### config.mk
export PLATFORM = sky130hd
export DESIGN_NAME = aab_config_bank
export DESIGN_NICKNAME = d
export VERILOG_FILES = /design/src/aab_pkg.sv /design/src/aab_axil_slave.sv /design/src/aab_config_bank.sv
export VERILOG_INCLUDE_DIRS = /design/src
export SDC_FILE = /design/constraint.sdc
export NUM_CORES = 1
export LEC_CHECK = 0
export ABC_AREA = 1
export BUFFER_PORTS_ARGS = -buffer_cell sky130_fd_sc_hd__buf_2
export CAP_MARGIN = 20
export CORE_MARGIN = 2
export CORE_UTILIZATION = 40
export DETAILED_ROUTE_END_ITERATION = 10
export PLACE_DENSITY = 0.78
export SYNTH_ARGS = -nofsm -noshare
export SYNTH_HDL_FRONTEND = slang
export SYNTH_SLANG_ARGS = --single-unit
### constraint.sdc
create_clock -name sys_clk -period 1.6 [get_ports sys_clk]
set_input_delay 0.24 -clock sys_clk [delete_from_list [all_inputs] [get_ports sys_clk]]
set_output_delay 0.24 -clock sys_clk [all_outputs]
set_load 0.1 [all_outputs]
### src/aab_map.svh
// register indices, byte addresses, field positions and reset values of the bank
`ifndef AAB_MAP_SVH
`define AAB_MAP_SVH

// bus geometry
`define AAB_ADDR_W        12
`define AAB_DATA_W        32

// register indices; byte address is four times the index
`define AAB_IDX_AUX_B     12'h10b
`define AAB_IDX_AUX_C     12'h10c
`define AAB_IDX_BAL_SETUP 12'h10d
`define AAB_IDX_CELL1     12'h10e
`define AAB_IDX_STATUS    12'h1f0

// reset values
`define AAB_RST_AUX_B     8'h00
`define AAB_RST_AUX_C     8'h00
`define AAB_RST_BAL_SETUP 8'h00
`define AAB_RST_CELL1     8'h00

// writable bits of the supply enable register, upper nibble reserved
`define AAB_AUX_C_WMASK   8'h0f

// status register bit positions
`define AAB_STAT_HALTED   0
`define AAB_STAT_MISMATCH 1

// axi response codes
`define AAB_RESP_OKAY     2'h0
`define AAB_RESP_SLVERR   2'h2

`endif

### src/aab_pkg.sv
// types shared by the aux enable and balancing configuration bank
`default_nettype none
`include "aab_map.svh"

package aab_pkg;

	// channel order of the balancing sequence
	typedef enum logic [1:0] {
		AAB_ODD_ONLY      = 2'h0,
		AAB_EVEN_ONLY     = 2'h1,
		AAB_ODD_THEN_EVEN = 2'h2,
		AAB_EVEN_THEN_ODD = 2'h3
	} aab_order_type;

	// register selected by an address
	typedef enum logic [2:0] {
		AAB_SEL_NONE   = 3'h0,
		AAB_SEL_AUX_B  = 3'h1,
		AAB_SEL_AUX_C  = 3'h2,
		AAB_SEL_BAL    = 3'h3,
		AAB_SEL_CELL1  = 3'h4,
		AAB_SEL_STATUS = 3'h5
	} aab_sel_type;

	typedef struct packed {
		logic temp_warn_current_conv_on;
		logic undertemp_threshold_conv_on;
		logic overtemp_threshold_conv_on;
		logic undervolt_threshold_conv_on;
		logic overvolt_threshold_conv_on;
		logic second_bandgap_conv_on;
		logic pin_six_conv_on;
		logic pin_five_conv_on;
	} aab_aux_b_type;

	typedef struct packed {
		logic [3:0] reserved;
		logic       always_on_ref_conv_on;
		logic       core_supply_conv_on;
		logic       sensor_ref_conv_on;
		logic       digital_supply_conv_on;
	} aab_aux_c_type;

	typedef struct packed {
		logic          duty_unit_sec;
		logic [3:0]    duty_period;
		logic          halt_balance_on_fault;
		aab_order_type balance_channel_order;
	} aab_bal_setup_type;

	typedef struct packed {
		logic       time_unit_sec;
		logic [6:0] balance_time;
	} aab_cell_timer_type;

	// register write strobe handed from the bus slave to the bank
	typedef struct packed {
		logic        en;
		aab_sel_type sel;
		logic [7:0]  data;
	} aab_wr_type;

	// byte address to register; unaligned or unknown gives none
	function automatic aab_sel_type aab_decode(input logic [11:0] addr);
		logic [11:0] idx;
		idx = {2'h0, addr[11:2]};
		if (addr[1:0] != 2'h0)
			return AAB_SEL_NONE;
		unique case (idx)
			`AAB_IDX_AUX_B:     return AAB_SEL_AUX_B;
			`AAB_IDX_AUX_C:     return AAB_SEL_AUX_C;
			`AAB_IDX_BAL_SETUP: return AAB_SEL_BAL;
			`AAB_IDX_CELL1:     return AAB_SEL_CELL1;
			`AAB_IDX_STATUS:    return AAB_SEL_STATUS;
			default:            return AAB_SEL_NONE;
		endcase
	endfunction

endpackage
`default_nettype wire
### src/aab_axil_slave.sv
// axi4-lite slave front end turning bus transfers into register strobes
`timescale 1ns/1ps
`default_nettype none
`include "aab_map.svh"

module aab_axil_slave (
	input  wire logic                sys_clk,
	input  wire logic                arst_n,
	input  wire logic [11:0]         s_axi_awaddr,
	input  wire logic                s_axi_awvalid,
	output logic                     s_axi_awready,
	input  wire logic [31:0]         s_axi_wdata,
	input  wire logic [3:0]          s_axi_wstrb,
	input  wire logic                s_axi_wvalid,
	output logic                     s_axi_wready,
	output logic [1:0]               s_axi_bresp,
	output logic                     s_axi_bvalid,
	input  wire logic                s_axi_bready,
	input  wire logic [11:0]         s_axi_araddr,
	input  wire logic                s_axi_arvalid,
	output logic                     s_axi_arready,
	output logic [31:0]              s_axi_rdata,
	output logic [1:0]               s_axi_rresp,
	output logic                     s_axi_rvalid,
	input  wire logic                s_axi_rready,
	output aab_pkg::aab_wr_type      wr,
	output aab_pkg::aab_sel_type     rd_sel,
	input  wire logic [7:0]          rd_data
);

	typedef struct packed {
		logic        awready;
		logic        aw_held;
		logic [11:0] aw_addr;
		logic        wready;
		logic        w_held;
		logic [7:0]  w_data;
		logic        w_lane0;
		logic        bvalid;
		logic [1:0]  bresp;
		logic        arready;
		logic        rvalid;
		logic [31:0] rdata;
		logic [1:0]  rresp;
	} aab_slv_type;

	aab_slv_type st_r;
	aab_slv_type st_nxt;
	aab_pkg::aab_sel_type wr_sel;
	logic                 do_write;

	// a write fires once address and data are both held and no response is pending
	assign wr_sel   = aab_pkg::aab_decode(st_r.aw_addr);
	assign do_write = st_r.aw_held & st_r.w_held & ~st_r.bvalid;
	assign wr       = '{en: do_write & st_r.w_lane0 & (wr_sel != aab_pkg::AAB_SEL_NONE),
		sel: wr_sel, data: st_r.w_data};
	assign rd_sel   = aab_pkg::aab_decode(s_axi_araddr);

	// next state of both channels
	always_comb begin
		st_nxt = st_r;
		if (s_axi_awvalid & st_r.awready) begin
			st_nxt.aw_held = 1'b1;
			st_nxt.aw_addr = s_axi_awaddr;
		end
		if (s_axi_wvalid & st_r.wready) begin
			st_nxt.w_held  = 1'b1;
			st_nxt.w_data  = s_axi_wdata[7:0];
			st_nxt.w_lane0 = s_axi_wstrb[0]; // data lives in byte lane 0 only
		end
		if (s_axi_bvalid & s_axi_bready)
			st_nxt.bvalid = 1'b0;
		if (do_write) begin
			st_nxt.aw_held = 1'b0;
			st_nxt.w_held  = 1'b0;
			st_nxt.bvalid  = 1'b1;
			st_nxt.bresp   = (wr_sel == aab_pkg::AAB_SEL_NONE) ? `AAB_RESP_SLVERR : `AAB_RESP_OKAY;
		end
		// ready drops while a half is held, so a second write cannot overrun it
		st_nxt.awready = ~st_nxt.aw_held & ~st_nxt.bvalid;
		st_nxt.wready  = ~st_nxt.w_held & ~st_nxt.bvalid;
		if (s_axi_rvalid & s_axi_rready)
			st_nxt.rvalid = 1'b0;
		if (s_axi_arvalid & st_r.arready) begin
			st_nxt.rvalid = 1'b1;
			st_nxt.rdata  = {24'h0, rd_data};
			st_nxt.rresp  = (rd_sel == aab_pkg::AAB_SEL_NONE) ? `AAB_RESP_SLVERR : `AAB_RESP_OKAY;
		end
		st_nxt.arready = ~st_nxt.rvalid;
	end

	// channel state register
	always_ff @(posedge sys_clk or negedge arst_n) begin
		if (!arst_n) begin
			st_r <= '0;
		end else begin
			st_r <= st_nxt;
		end
	end

	assign s_axi_awready = st_r.awready;
	assign s_axi_wready  = st_r.wready;
	assign s_axi_bvalid  = st_r.bvalid;
	assign s_axi_bresp   = st_r.bresp;
	assign s_axi_arready = st_r.arready;
	assign s_axi_rvalid  = st_r.rvalid;
	assign s_axi_rdata   = st_r.rdata;
	assign s_axi_rresp   = st_r.rresp;

endmodule // aab_axil_slave
`default_nettype wire

### src/aab_config_bank.sv
// aux converter enable and cell balancing configuration bank on axi4-lite
//
// Notes on behaviour
// each aux enable bit set to 1 includes its source in aux conversions
// software keeps cell-select off while under- or overvoltage threshold enable is set
// duty unit bit 0 minutes, 1 seconds; should match cell timer unit
// cell-1 time unit bit 0 minutes, 1 seconds
// cell-1 balance time is seven bits counted in that unit
// halt-on-fault 0 keeps balancing; 1 halts on a qualifying fault
// order 00 odd, 01 even, 10 odd then even, 11 even then odd
// reserved bits read zero and ignore writes

`timescale 1ns/1ps
`default_nettype none
`include "aab_map.svh"

module aab_config_bank (
	// one clock, asynchronous active-low reset
	input  wire logic                        sys_clk,
	input  wire logic                        arst_n,
	// axi4-lite register port
	input  wire logic [11:0]                 s_axi_awaddr,
	input  wire logic                        s_axi_awvalid,
	output logic                             s_axi_awready,
	input  wire logic [31:0]                 s_axi_wdata,
	input  wire logic [3:0]                  s_axi_wstrb,
	input  wire logic                        s_axi_wvalid,
	output logic                             s_axi_wready,
	output logic [1:0]                       s_axi_bresp,
	output logic                             s_axi_bvalid,
	input  wire logic                        s_axi_bready,
	input  wire logic [11:0]                 s_axi_araddr,
	input  wire logic                        s_axi_arvalid,
	output logic                             s_axi_arready,
	output logic [31:0]                      s_axi_rdata,
	output logic [1:0]                       s_axi_rresp,
	output logic                             s_axi_rvalid,
	input  wire logic                        s_axi_rready,
	// fault engine: a fault that qualifies for stopping balancing
	input  wire logic                        qualifying_fault,
	// configuration towards the aux converter and balancing engines
	output aab_pkg::aab_aux_b_type           aux_conv_b,
	output aab_pkg::aab_aux_c_type           aux_conv_c,
	output aab_pkg::aab_bal_setup_type       balance_cfg,
	output aab_pkg::aab_cell_timer_type      cell1_timer,
	// channel order decoded for the balancing sequencer
	output logic                             order_odd_first,
	output logic                             order_two_pass,
	// live state, also readable in the status register
	output logic                             balance_halted,
	output logic                             unit_mismatch
);

	// whole bank state in one record
	typedef struct packed {
		// software-visible registers
		aab_pkg::aab_aux_b_type      aux_b;
		aab_pkg::aab_aux_c_type      aux_c;
		aab_pkg::aab_bal_setup_type  bal;
		aab_pkg::aab_cell_timer_type cell1;
		// flags derived from the registers and the fault input, held in flops
		logic                        odd_first;
		logic                        two_pass;
		logic                        halted;
		logic                        mismatch;
	} aab_bank_type;

	aab_bank_type         bank_r;
	aab_bank_type         bank_nxt;
	// write strobe and read path shared with the bus slave
	aab_pkg::aab_wr_type  wr;
	aab_pkg::aab_sel_type rd_sel;
	logic [7:0]           rd_data;
	logic [7:0]           status_byte;

	// bus handshakes live in the slave; the bank sees at most one strobe per write
	// the strobe comes in the first cycle that both halves of a write are held
	aab_axil_slave u_slave (
		.sys_clk       (sys_clk),
		.arst_n        (arst_n),
		.s_axi_awaddr  (s_axi_awaddr),
		.s_axi_awvalid (s_axi_awvalid),
		.s_axi_awready (s_axi_awready),
		.s_axi_wdata   (s_axi_wdata),
		.s_axi_wstrb   (s_axi_wstrb),
		.s_axi_wvalid  (s_axi_wvalid),
		.s_axi_wready  (s_axi_wready),
		.s_axi_bresp   (s_axi_bresp),
		.s_axi_bvalid  (s_axi_bvalid),
		.s_axi_bready  (s_axi_bready),
		.s_axi_araddr  (s_axi_araddr),
		.s_axi_arvalid (s_axi_arvalid),
		.s_axi_arready (s_axi_arready),
		.s_axi_rdata   (s_axi_rdata),
		.s_axi_rresp   (s_axi_rresp),
		.s_axi_rvalid  (s_axi_rvalid),
		.s_axi_rready  (s_axi_rready),
		.wr            (wr),
		.rd_sel        (rd_sel),
		.rd_data       (rd_data)
	);

	// status: live state of the bank, read only
	// reading it has no side effect; only a setup write clears the halt
	always_comb begin
		status_byte = 8'h00;
		status_byte[`AAB_STAT_HALTED]   = bank_r.halted;
		status_byte[`AAB_STAT_MISMATCH] = bank_r.mismatch;
	end

	// read mux; unmapped addresses read zero
	// kept combinational from the flops: the slave captures it at the edge the
	// read address is taken; reserved bits are zero in the flops
	always_comb begin
		unique case (rd_sel)
			aab_pkg::AAB_SEL_AUX_B:  rd_data = bank_r.aux_b;
			aab_pkg::AAB_SEL_AUX_C:  rd_data = bank_r.aux_c;
			aab_pkg::AAB_SEL_BAL:    rd_data = bank_r.bal;
			aab_pkg::AAB_SEL_CELL1:  rd_data = bank_r.cell1;
			aab_pkg::AAB_SEL_STATUS: rd_data = status_byte;
			default:                 rd_data = 8'h00;
		endcase
	end

	// register updates and derived control
	always_comb begin
		bank_nxt = bank_r;
		// the slave has already dropped unmapped, unaligned and lane 0 free writes
		if (wr.en) begin
			unique case (wr.sel)
				aab_pkg::AAB_SEL_AUX_B: begin
					// cell-select sits in another bank; keeping it off while the
					// under- or overvoltage threshold enable is set is up to software
					bank_nxt.aux_b = wr.data;
				end
				aab_pkg::AAB_SEL_AUX_C: begin
					// the upper nibble is reserved and never stored
					bank_nxt.aux_c = wr.data & `AAB_AUX_C_WMASK;
				end
				aab_pkg::AAB_SEL_BAL: begin
					// the setup write also clears a pending halt, see below
					bank_nxt.bal = aab_pkg::aab_bal_setup_type'(wr.data);
				end
				aab_pkg::AAB_SEL_CELL1: begin
					// seven-bit count plus its unit bit; no range limit on the count
					bank_nxt.cell1 = wr.data;
				end
				default: begin
					bank_nxt = bank_r; // status and unmapped ignore writes
				end
			endcase
		end

		// channel order decode kept registered so outputs stay glitch free
		// decoded from the next setup so the flags move at the same edge as it
		unique case (bank_nxt.bal.balance_channel_order)
			aab_pkg::AAB_ODD_ONLY: begin
				bank_nxt.odd_first = 1'b1;
				bank_nxt.two_pass  = 1'b0;
			end
			aab_pkg::AAB_EVEN_ONLY: begin
				bank_nxt.odd_first = 1'b0;
				bank_nxt.two_pass  = 1'b0;
			end
			aab_pkg::AAB_ODD_THEN_EVEN: begin
				bank_nxt.odd_first = 1'b1;
				bank_nxt.two_pass  = 1'b1;
			end
			aab_pkg::AAB_EVEN_THEN_ODD: begin
				bank_nxt.odd_first = 1'b0;
				bank_nxt.two_pass  = 1'b1;
			end
		endcase

		// software is meant to keep both units equal; flag it when not
		// only flagged: the engines run with whatever units software chose
		bank_nxt.mismatch = bank_nxt.bal.duty_unit_sec ^ bank_nxt.cell1.time_unit_sec;

		// any write to the balance setup clears a halt, but a fault in the
		// same cycle wins if halt-on-fault is set both before and after the write
		if (wr.en && wr.sel == aab_pkg::AAB_SEL_BAL)
			bank_nxt.halted = 1'b0;
		if (qualifying_fault && bank_r.bal.halt_balance_on_fault)
			bank_nxt.halted = 1'b1;

		// limitation: the bit must already be set when the fault arrives; a fault
		// in the very cycle that writes it to 1 is not latched
		// with halting disabled the engine keeps running through faults
		if (!bank_nxt.bal.halt_balance_on_fault)
			bank_nxt.halted = 1'b0;
	end

	// bank register, all fields but odd_first reset to zero
	// the order flags reset to what an all-zero order code decodes to
	always_ff @(posedge sys_clk or negedge arst_n) begin
		if (!arst_n) begin
			bank_r.aux_b     <= `AAB_RST_AUX_B;
			bank_r.aux_c     <= `AAB_RST_AUX_C;
			bank_r.bal       <= `AAB_RST_BAL_SETUP;
			bank_r.cell1     <= `AAB_RST_CELL1;
			bank_r.odd_first <= 1'b1; // order 00 means odd channels
			bank_r.two_pass  <= 1'b0;
			bank_r.halted    <= 1'b0;
			bank_r.mismatch  <= 1'b0;
		end else begin
			bank_r <= bank_nxt;
		end
	end

	// register images towards the engines, straight from the bank flops
	assign aux_conv_b      = bank_r.aux_b;
	assign aux_conv_c      = bank_r.aux_c;
	assign balance_cfg     = bank_r.bal;
	assign cell1_timer     = bank_r.cell1;

	// decoded and live flags, also straight from flops
	assign order_odd_first = bank_r.odd_first;
	assign order_two_pass  = bank_r.two_pass;
	assign balance_halted  = bank_r.halted;
	assign unit_mismatch   = bank_r.mismatch;

endmodule // aab_config_bank
`default_nettype wire

# ---- Yosys cells after proc, flatten, opt, wreduce, memory -nomap -nowiden
# Index checks and enable logic that the tools add are counted.
dict set report word_totals {
  regBits 72
  inputBits 68
  wordCells 113
  out_inout_bits 77
}
dict set report op_classes {
  reduce_logical 12
  muxes 26
  n_eq_ne 23
  bitwise 17
}
# cell n
set ops {}
lappend ops {{equality test 10 x 9 -> 1 bit, second input constant} 10}
lappend ops {{one-hot mux 8 bit (5 select lines)} 1}
lappend ops {{2-to-1 mux 35 bit} 1}
lappend ops {{one-hot mux 3 bit (5 select lines)} 2}
lappend ops {{2-to-1 mux 20 bit} 1}
lappend ops {{2-to-1 mux 8 bit} 2}
lappend ops {{2-to-1 mux 3 bit} 5}
lappend ops {{2-to-1 mux 13 bit} 1}
lappend ops {{equality test 3 x 2 -> 1 bit, second input constant} 4}
lappend ops {{bitwise AND 1 bit} 11}
lappend ops {{2-to-1 mux 10 bit} 1}
lappend ops {{equality test 3 bit, second input constant} 3}
lappend ops {{2-to-1 mux 1 bit} 9}
lappend ops {{one-hot mux 2 bit (4 select lines)} 1}
lappend ops {{AND reduction 2 bit} 4}
lappend ops {{equality test 3 x 1 -> 1 bit, second input constant} 2}
lappend ops {{logical NOT 3 bit} 2}
lappend ops {{NOT 1 bit} 5}
lappend ops {{equality test 2 bit, second input constant} 2}
lappend ops {{2-to-1 mux 2 bit} 2}
lappend ops {{nonzero test 2 bit} 2}
lappend ops {{!= test 3 x 1 -> 1 bit, second input constant} 1}
lappend ops {{nonzero test 3 bit} 1}
lappend ops {{equality test 2 x 1 -> 1 bit, second input constant} 1}
lappend ops {{other kinds (3)} 4}

# ---- Depth between registers and ports, before layout
dict set report depth {
  word_depth 9
  ltp_mapped 13
  depth_no_buf 13
}

# ---- Hierarchy
# Synthesis repeated with hierarchy kept, for this count alone.
dict set report unflattened {
  hier_cells 474
  hier_area_um2 3801.1
}
# mod instances area_per_inst_um2 seq_area_each_um2 cells_per_inst
set modules_own_cells {}
lappend modules_own_cells {aab_axil_slave 1 2159.6 950.9 275}
lappend modules_own_cells {aab_config_bank 1 1641.6 777.0 199}

# ---- Worst setup path after synthesis
# No wires, ideal clock.
dict set report synth_path {
  path_type {register to register}
  from {reg u_slave.st_r, in the netlist u_slave.s_axi_bvalid}
  to {reg bank_r, in the netlist unit_mismatch}
  required_time_ns 1.483
  synth_period_minus_slack_ns 2.014
  setup_time_ns 0.117
  path_stages_with_launch 12
  path_slack_ns -0.414
  path_buffers 0
  t_arrival_ns 1.897
  path_cell_list {dfrtp_1 > inv_1 > nand3_1 > inv_1 > nand3_1 > clkinv_1 > nand2_4 > nand2_1 > o21ai_2 > inv_1 > nand2_1 > nand2_1}
}
# item line
set synth_rtl {}
lappend synth_rtl {{start, declared} aab_axil_slave.sv:47} ;# aab_slv_type st_r;
lappend synth_rtl {{start signal, assigned} aab_axil_slave.sv:97} ;# st_r <= st_nxt;
lappend synth_rtl {{end signal, assigned} aab_config_bank.sv:206} ;# bank_r <= bank_nxt;
lappend synth_rtl {{end, declared} aab_config_bank.sv:68} ;# aab_bank_type bank_r;

# ---- Final worst setup path
dict set report layout_path {
  from {reg u_slave.st_r[59] (netlist bit)}
  to {reg bank_r, in the netlist aux_conv_b[4]}
}
dict set report layout_via {
  elab_chain_cells 6
  word_cells_on_any_way 11
  classes_between {eq/ne (6); mux (2); bitwise (1); reduce/logical (2)}
}
# item line
set layout_rtl {}
lappend layout_rtl {{equality test 10 x 9 -> 1 bit} aab_pkg.sv:69} ;# unique case (idx)
lappend layout_rtl {{one-hot mux 3 bit (5 select lines) (*)} aab_pkg.sv:69}
lappend layout_rtl {{2-to-1 mux 3 bit (*)} aab_pkg.sv:69}
lappend layout_rtl {{nonzero test 3 bit} aab_axil_slave.sv:55} ;# assign wr = '{en: do_write & st_r.w_lane0 & (wr_sel != aab_pkg::AAB_SEL_NONE),
lappend layout_rtl {{bitwise AND 1 bit} aab_axil_slave.sv:55}
lappend layout_rtl {{AND reduction 2 bit (no line) (*)} --}
# Every way passes the cells marked *; elsewhere a longest branch is shown, timed or not.
# A chain may end at the register's enable or synchronous reset.

==> out/summary.txt <==
STA
--------------------------------------------------------------------------------
Final Critical Period                                                    1663 ps
Final slew viol count                                                          0
Max Freq                                                              0.6014 GHz
RSZ-0062 raised after global routing                                        true
Post-route worst setup slack                                           -62.70 ps
Worst setup skew after layout                                           11.08 ps
Relative slew slack                                                       0.6606
Final setup vio count                                                         16
Worst Max-Slew Pin Slew                                                 512.6 ps
Hold Violations, Final                                                         0
Final period utilization                                                   1.039

FLOORPLAN
--------------------------------------------------------------------------------
Vert. Die Dim                                                           100.3 um
Floorplan row count                                                           35
Top-Level Pins                                                               145
Floorplan Core Area                                                   9109 sq um
Starting density of the core                                              0.4070
Horizontal die dimension                                                100.3 um
Full die area                                                        10050 sq um

FINAL LAYOUT
--------------------------------------------------------------------------------
Post-route core utilization                                               0.5106
Ratio of cells with drive above 1 in the final layout                     0.3815
Area Overhead vs Synth                                                    25.45%
Final nets                                                                   625
Total inserted antenna cells                                                   0
Post-route cell area                                                  4651 sq um

ROUTING
--------------------------------------------------------------------------------
Number of vias after detailed routing                                       3167
Amount of wire on met2 after detailed routing                            4441 um
Length of routed met3 wiring                                              679 um
Wire length on met1                                                      3742 um
Top metal layer carrying routed signals                                     met4
Antenna-violating nets left                                                    0
Count of unresolved DRC violations after routing                               0
Overall routed net length                                                9019 um
First-pass iteration count of the detailed router                              4
Vias per cell                                                              4.713
Average wire per standard cell                                          13.42 um
DRC violation total after the first TritonRoute iteration                    118

SETUP PATH
--------------------------------------------------------------------------------
Destination of the worst register-to-register timing path           aux_conv_b[4]$_DFFE_PN0P_
FF-to-FF path depth                                                           10
Kind of capture point of the worst setup path                               flop
Worst-path cell with the longest stage delay                             dfrtp_1
R2r setup slk                                                             -60 ps
Data arrival at the endpoint of the critical path                        1910 ps
Data required time at the worst endpoint                                 1840 ps
Launch point of the worst path                                      u_slave.st_r[59]$_DFFE_PN0P_
Critical path buffers and inverters                                            2
Classification of the worst setup path                                   reg2reg
Reg2Reg Launch Point                                                u_slave.st_r[59]$_DFFE_PN0P_
Path length in cells of the critical path                                     10
Peak fanout along the critical path                                           16
Top Family by Delay on Critical Path                                simple AND/OR/NAND/NOR gates
Chain of cells forming the critical path                            nor2_2 > and2_4 > nand3_2 > nand3_4 > nand2_8 > clkinv_2 > nand4_4 > buf_12 > nand2_1 > o21ai_2
Capturing instance or port of the critical path                     aux_conv_b[4]$_DFFE_PN0P_
Critical Path Start Type                                                    flop
Largest stage delay, worst path                                           410 ps

GRT
--------------------------------------------------------------------------------
Total routing resource utilization after global routing                   0.1807
Total overflow reported by the global router                                   0
Largest net degree at the start of global routing                             70
Wire length of the first global-routing pass                            14390 um
Vias in the first global route                                              3027
Number of antenna violations at the first check in global routing              0

STATUS
--------------------------------------------------------------------------------
Failing checks                                                      setup timing
Outcome                                                             complete, but fails checks

SYNTH
--------------------------------------------------------------------------------
Most frequently used flop master after synthesis                         dfrtp_1
Ys Warns                                                                       0
Flop and latch count out of synthesis                                         69
Sequential share of the synthesized area                                  0.4661
Avg Cell Area, Syn                                                   8.238 sq um
Count of different cell masters after synthesis                               35
Count of flip-flops with a built-in enable after synthesis                     0
Post-synthesis instance area                                          3707 sq um
Gate Count Post-Synth                                                        450
Share of synthesized flip-flops with an asynchronous set or reset          1.000

POWER AND IR DROP
--------------------------------------------------------------------------------
Largest voltage drop on the vdd net                                     1.540 mV
Pwr/cell area                                                       1353 nW/um^2
Leakage                                                                 2.488 nW

PLACEMENT
--------------------------------------------------------------------------------
Placer Congestion                                                         0.8981
Cell area after placement                                             4168 sq um
Number of buffer cells added on primary ports                                 87
Final HPWL DP                                                            6238 um

MIN PATH
--------------------------------------------------------------------------------
Worst hold path cell count                                                     2
Classification of the worst-slack hold path                               in2reg

CLOCKING
--------------------------------------------------------------------------------
Clock slew at reported path FFs                                            80 ps
Number of buffers created by CTS                                               9
Maximum count of clock buffers along a single path                             2
CTS tree                                                                     yes
Clk sink count                                                                69
Clock tree root buffer cell                                             clkbuf_8
Skew-Pair Late Insertion Delay                                            350 ps
CTS HTree Levels                                                               3

JOB
--------------------------------------------------------------------------------
Max-Cap Viols                                                                  0

-- synth_stat cells (5+ instances only) --
cell type  count  share of area
o21ai_0       25          0.034
buf_4         41          0.083
nor2_1        22          0.022
nor2_2         5         0.0084
inv_1         35          0.035
dfrtp_1       68           0.46
nand3_1       25          0.034
nand2_2       10          0.017
o21ai_1       14          0.019
nand2_1      143           0.14
inv_2          5         0.0051
o21ai_2       10          0.024
nand4_1       11          0.019
-- final cells by class --
type	count	area (sq um)
sequential	69	1740
clock buffer	9	123.9
multi-input combinational	320	1699
fill	860	4458
inverter	44	166.4
timing repair buffer	113	669.4
tap	111	138.9
clock inverter	6	112.6
-- sequential cells by signal, indices dropped and copies added (netlist names), 4 cells and up --
signal	cells
u_slave.st_r	15
aux_conv_c	4
u_slave.wr	8
u_slave.s_axi_rdata	8
aux_conv_b	8
balance_cfg	8
cell1_timer	8
-- cell usage in the layout, fill, tap and decap left out, drive strengths merged, types with 2 or more instances in the layout --
master | Yosys | final
inv | 40 | 41
dfrtp | 68 | 68
clkinvlp | 0 | 3
a21oi | 3 | 3
bufinv | 0 | 3
nor2 | 31 | 31
clkinv | 4 | 3
buf | 44 | 112
conb | 1 | 30
nand2 | 156 | 156
o21ai | 49 | 49
nor3b | 2 | 2
nand3 | 30 | 30
nand4 | 14 | 15
clkbuf | 3 | 9
-- through the flow --
step                      setup TNS [ps]  instances  setup slack (ps)  power, W  hold WS (ps)
after floorplan                        0        479             4.094  0.003987        -55.59
final                             -647.9        672            -62.70  0.006294         69.07
after global placement            -662.5        643            -83.94  0.004302         285.8
after CTS                         -37.98        661            -20.46  0.006124         66.07
after global routing               -2987        672            -169.6  0.006613         75.79
after detailed placement           -1582        643            -162.5  0.004379         295.9
-- what timing repair did --
item                       CTS  global route
cloned                       0             2
hold endpoints to repair    68             0
buffers inserted             2             9
hold buffers                 1             0
pin swaps                    3            16
setup endpoints to repair   22            28
resized for setup            4            39
-- report_power, final --
group	internal [W]	total (W)	switching [W]	leakage (nW)
registers	0.00211	0.00237	0.000259	0.898
logic	0.000514	0.00221	0.00169	1.48
clock network	0.00103	0.00172	0.000690	0.108
total	0.00365	0.00629	0.00264	2.49
-- kinds of logic (layout without fill, tap and decap cells) --
group / Yosys count / in the layout / share of synthesized area
simple gates: 236 / 237 / 0.3078
buf+inv: 91 / 172 / 0.1387
flops: 69 / 69 / 0.4661
compound gates: 53 / 53 / 0.08640
other cells: 1 / 30 / 0.001012
-- worst min path at each step --
| stage | from | end | slack (ps) |
|---|---|---|---|
| finish | qualifying_fault | balance_halted$_DFFE_PN0P_ | 70 |
| global route | s_axi_awaddr[7] | u_slave.st_r[57]$_DFFE_PN0P_ | 80 |
| CTS | qualifying_fault | balance_halted$_DFFE_PN0P_ | 70 |
| detailed placement | arst_n | u_slave.st_r[48]$_DFF_PN0_ | 300 |
| global placement | arst_n | u_slave.wr[1]$_DFFE_PN0P_ | 290 |
| floorplan | arst_n | aux_conv_b[0]$_DFFE_PN0P_ | -60 |
-- per-layer routing --
metal  track usage  vias up
li1              -     1576
met1        0.2226     1437
met2        0.3046      139
met3       0.05641       15
met4       0.05479        0
met5             0        -
(Power assumes the default switching activity.)
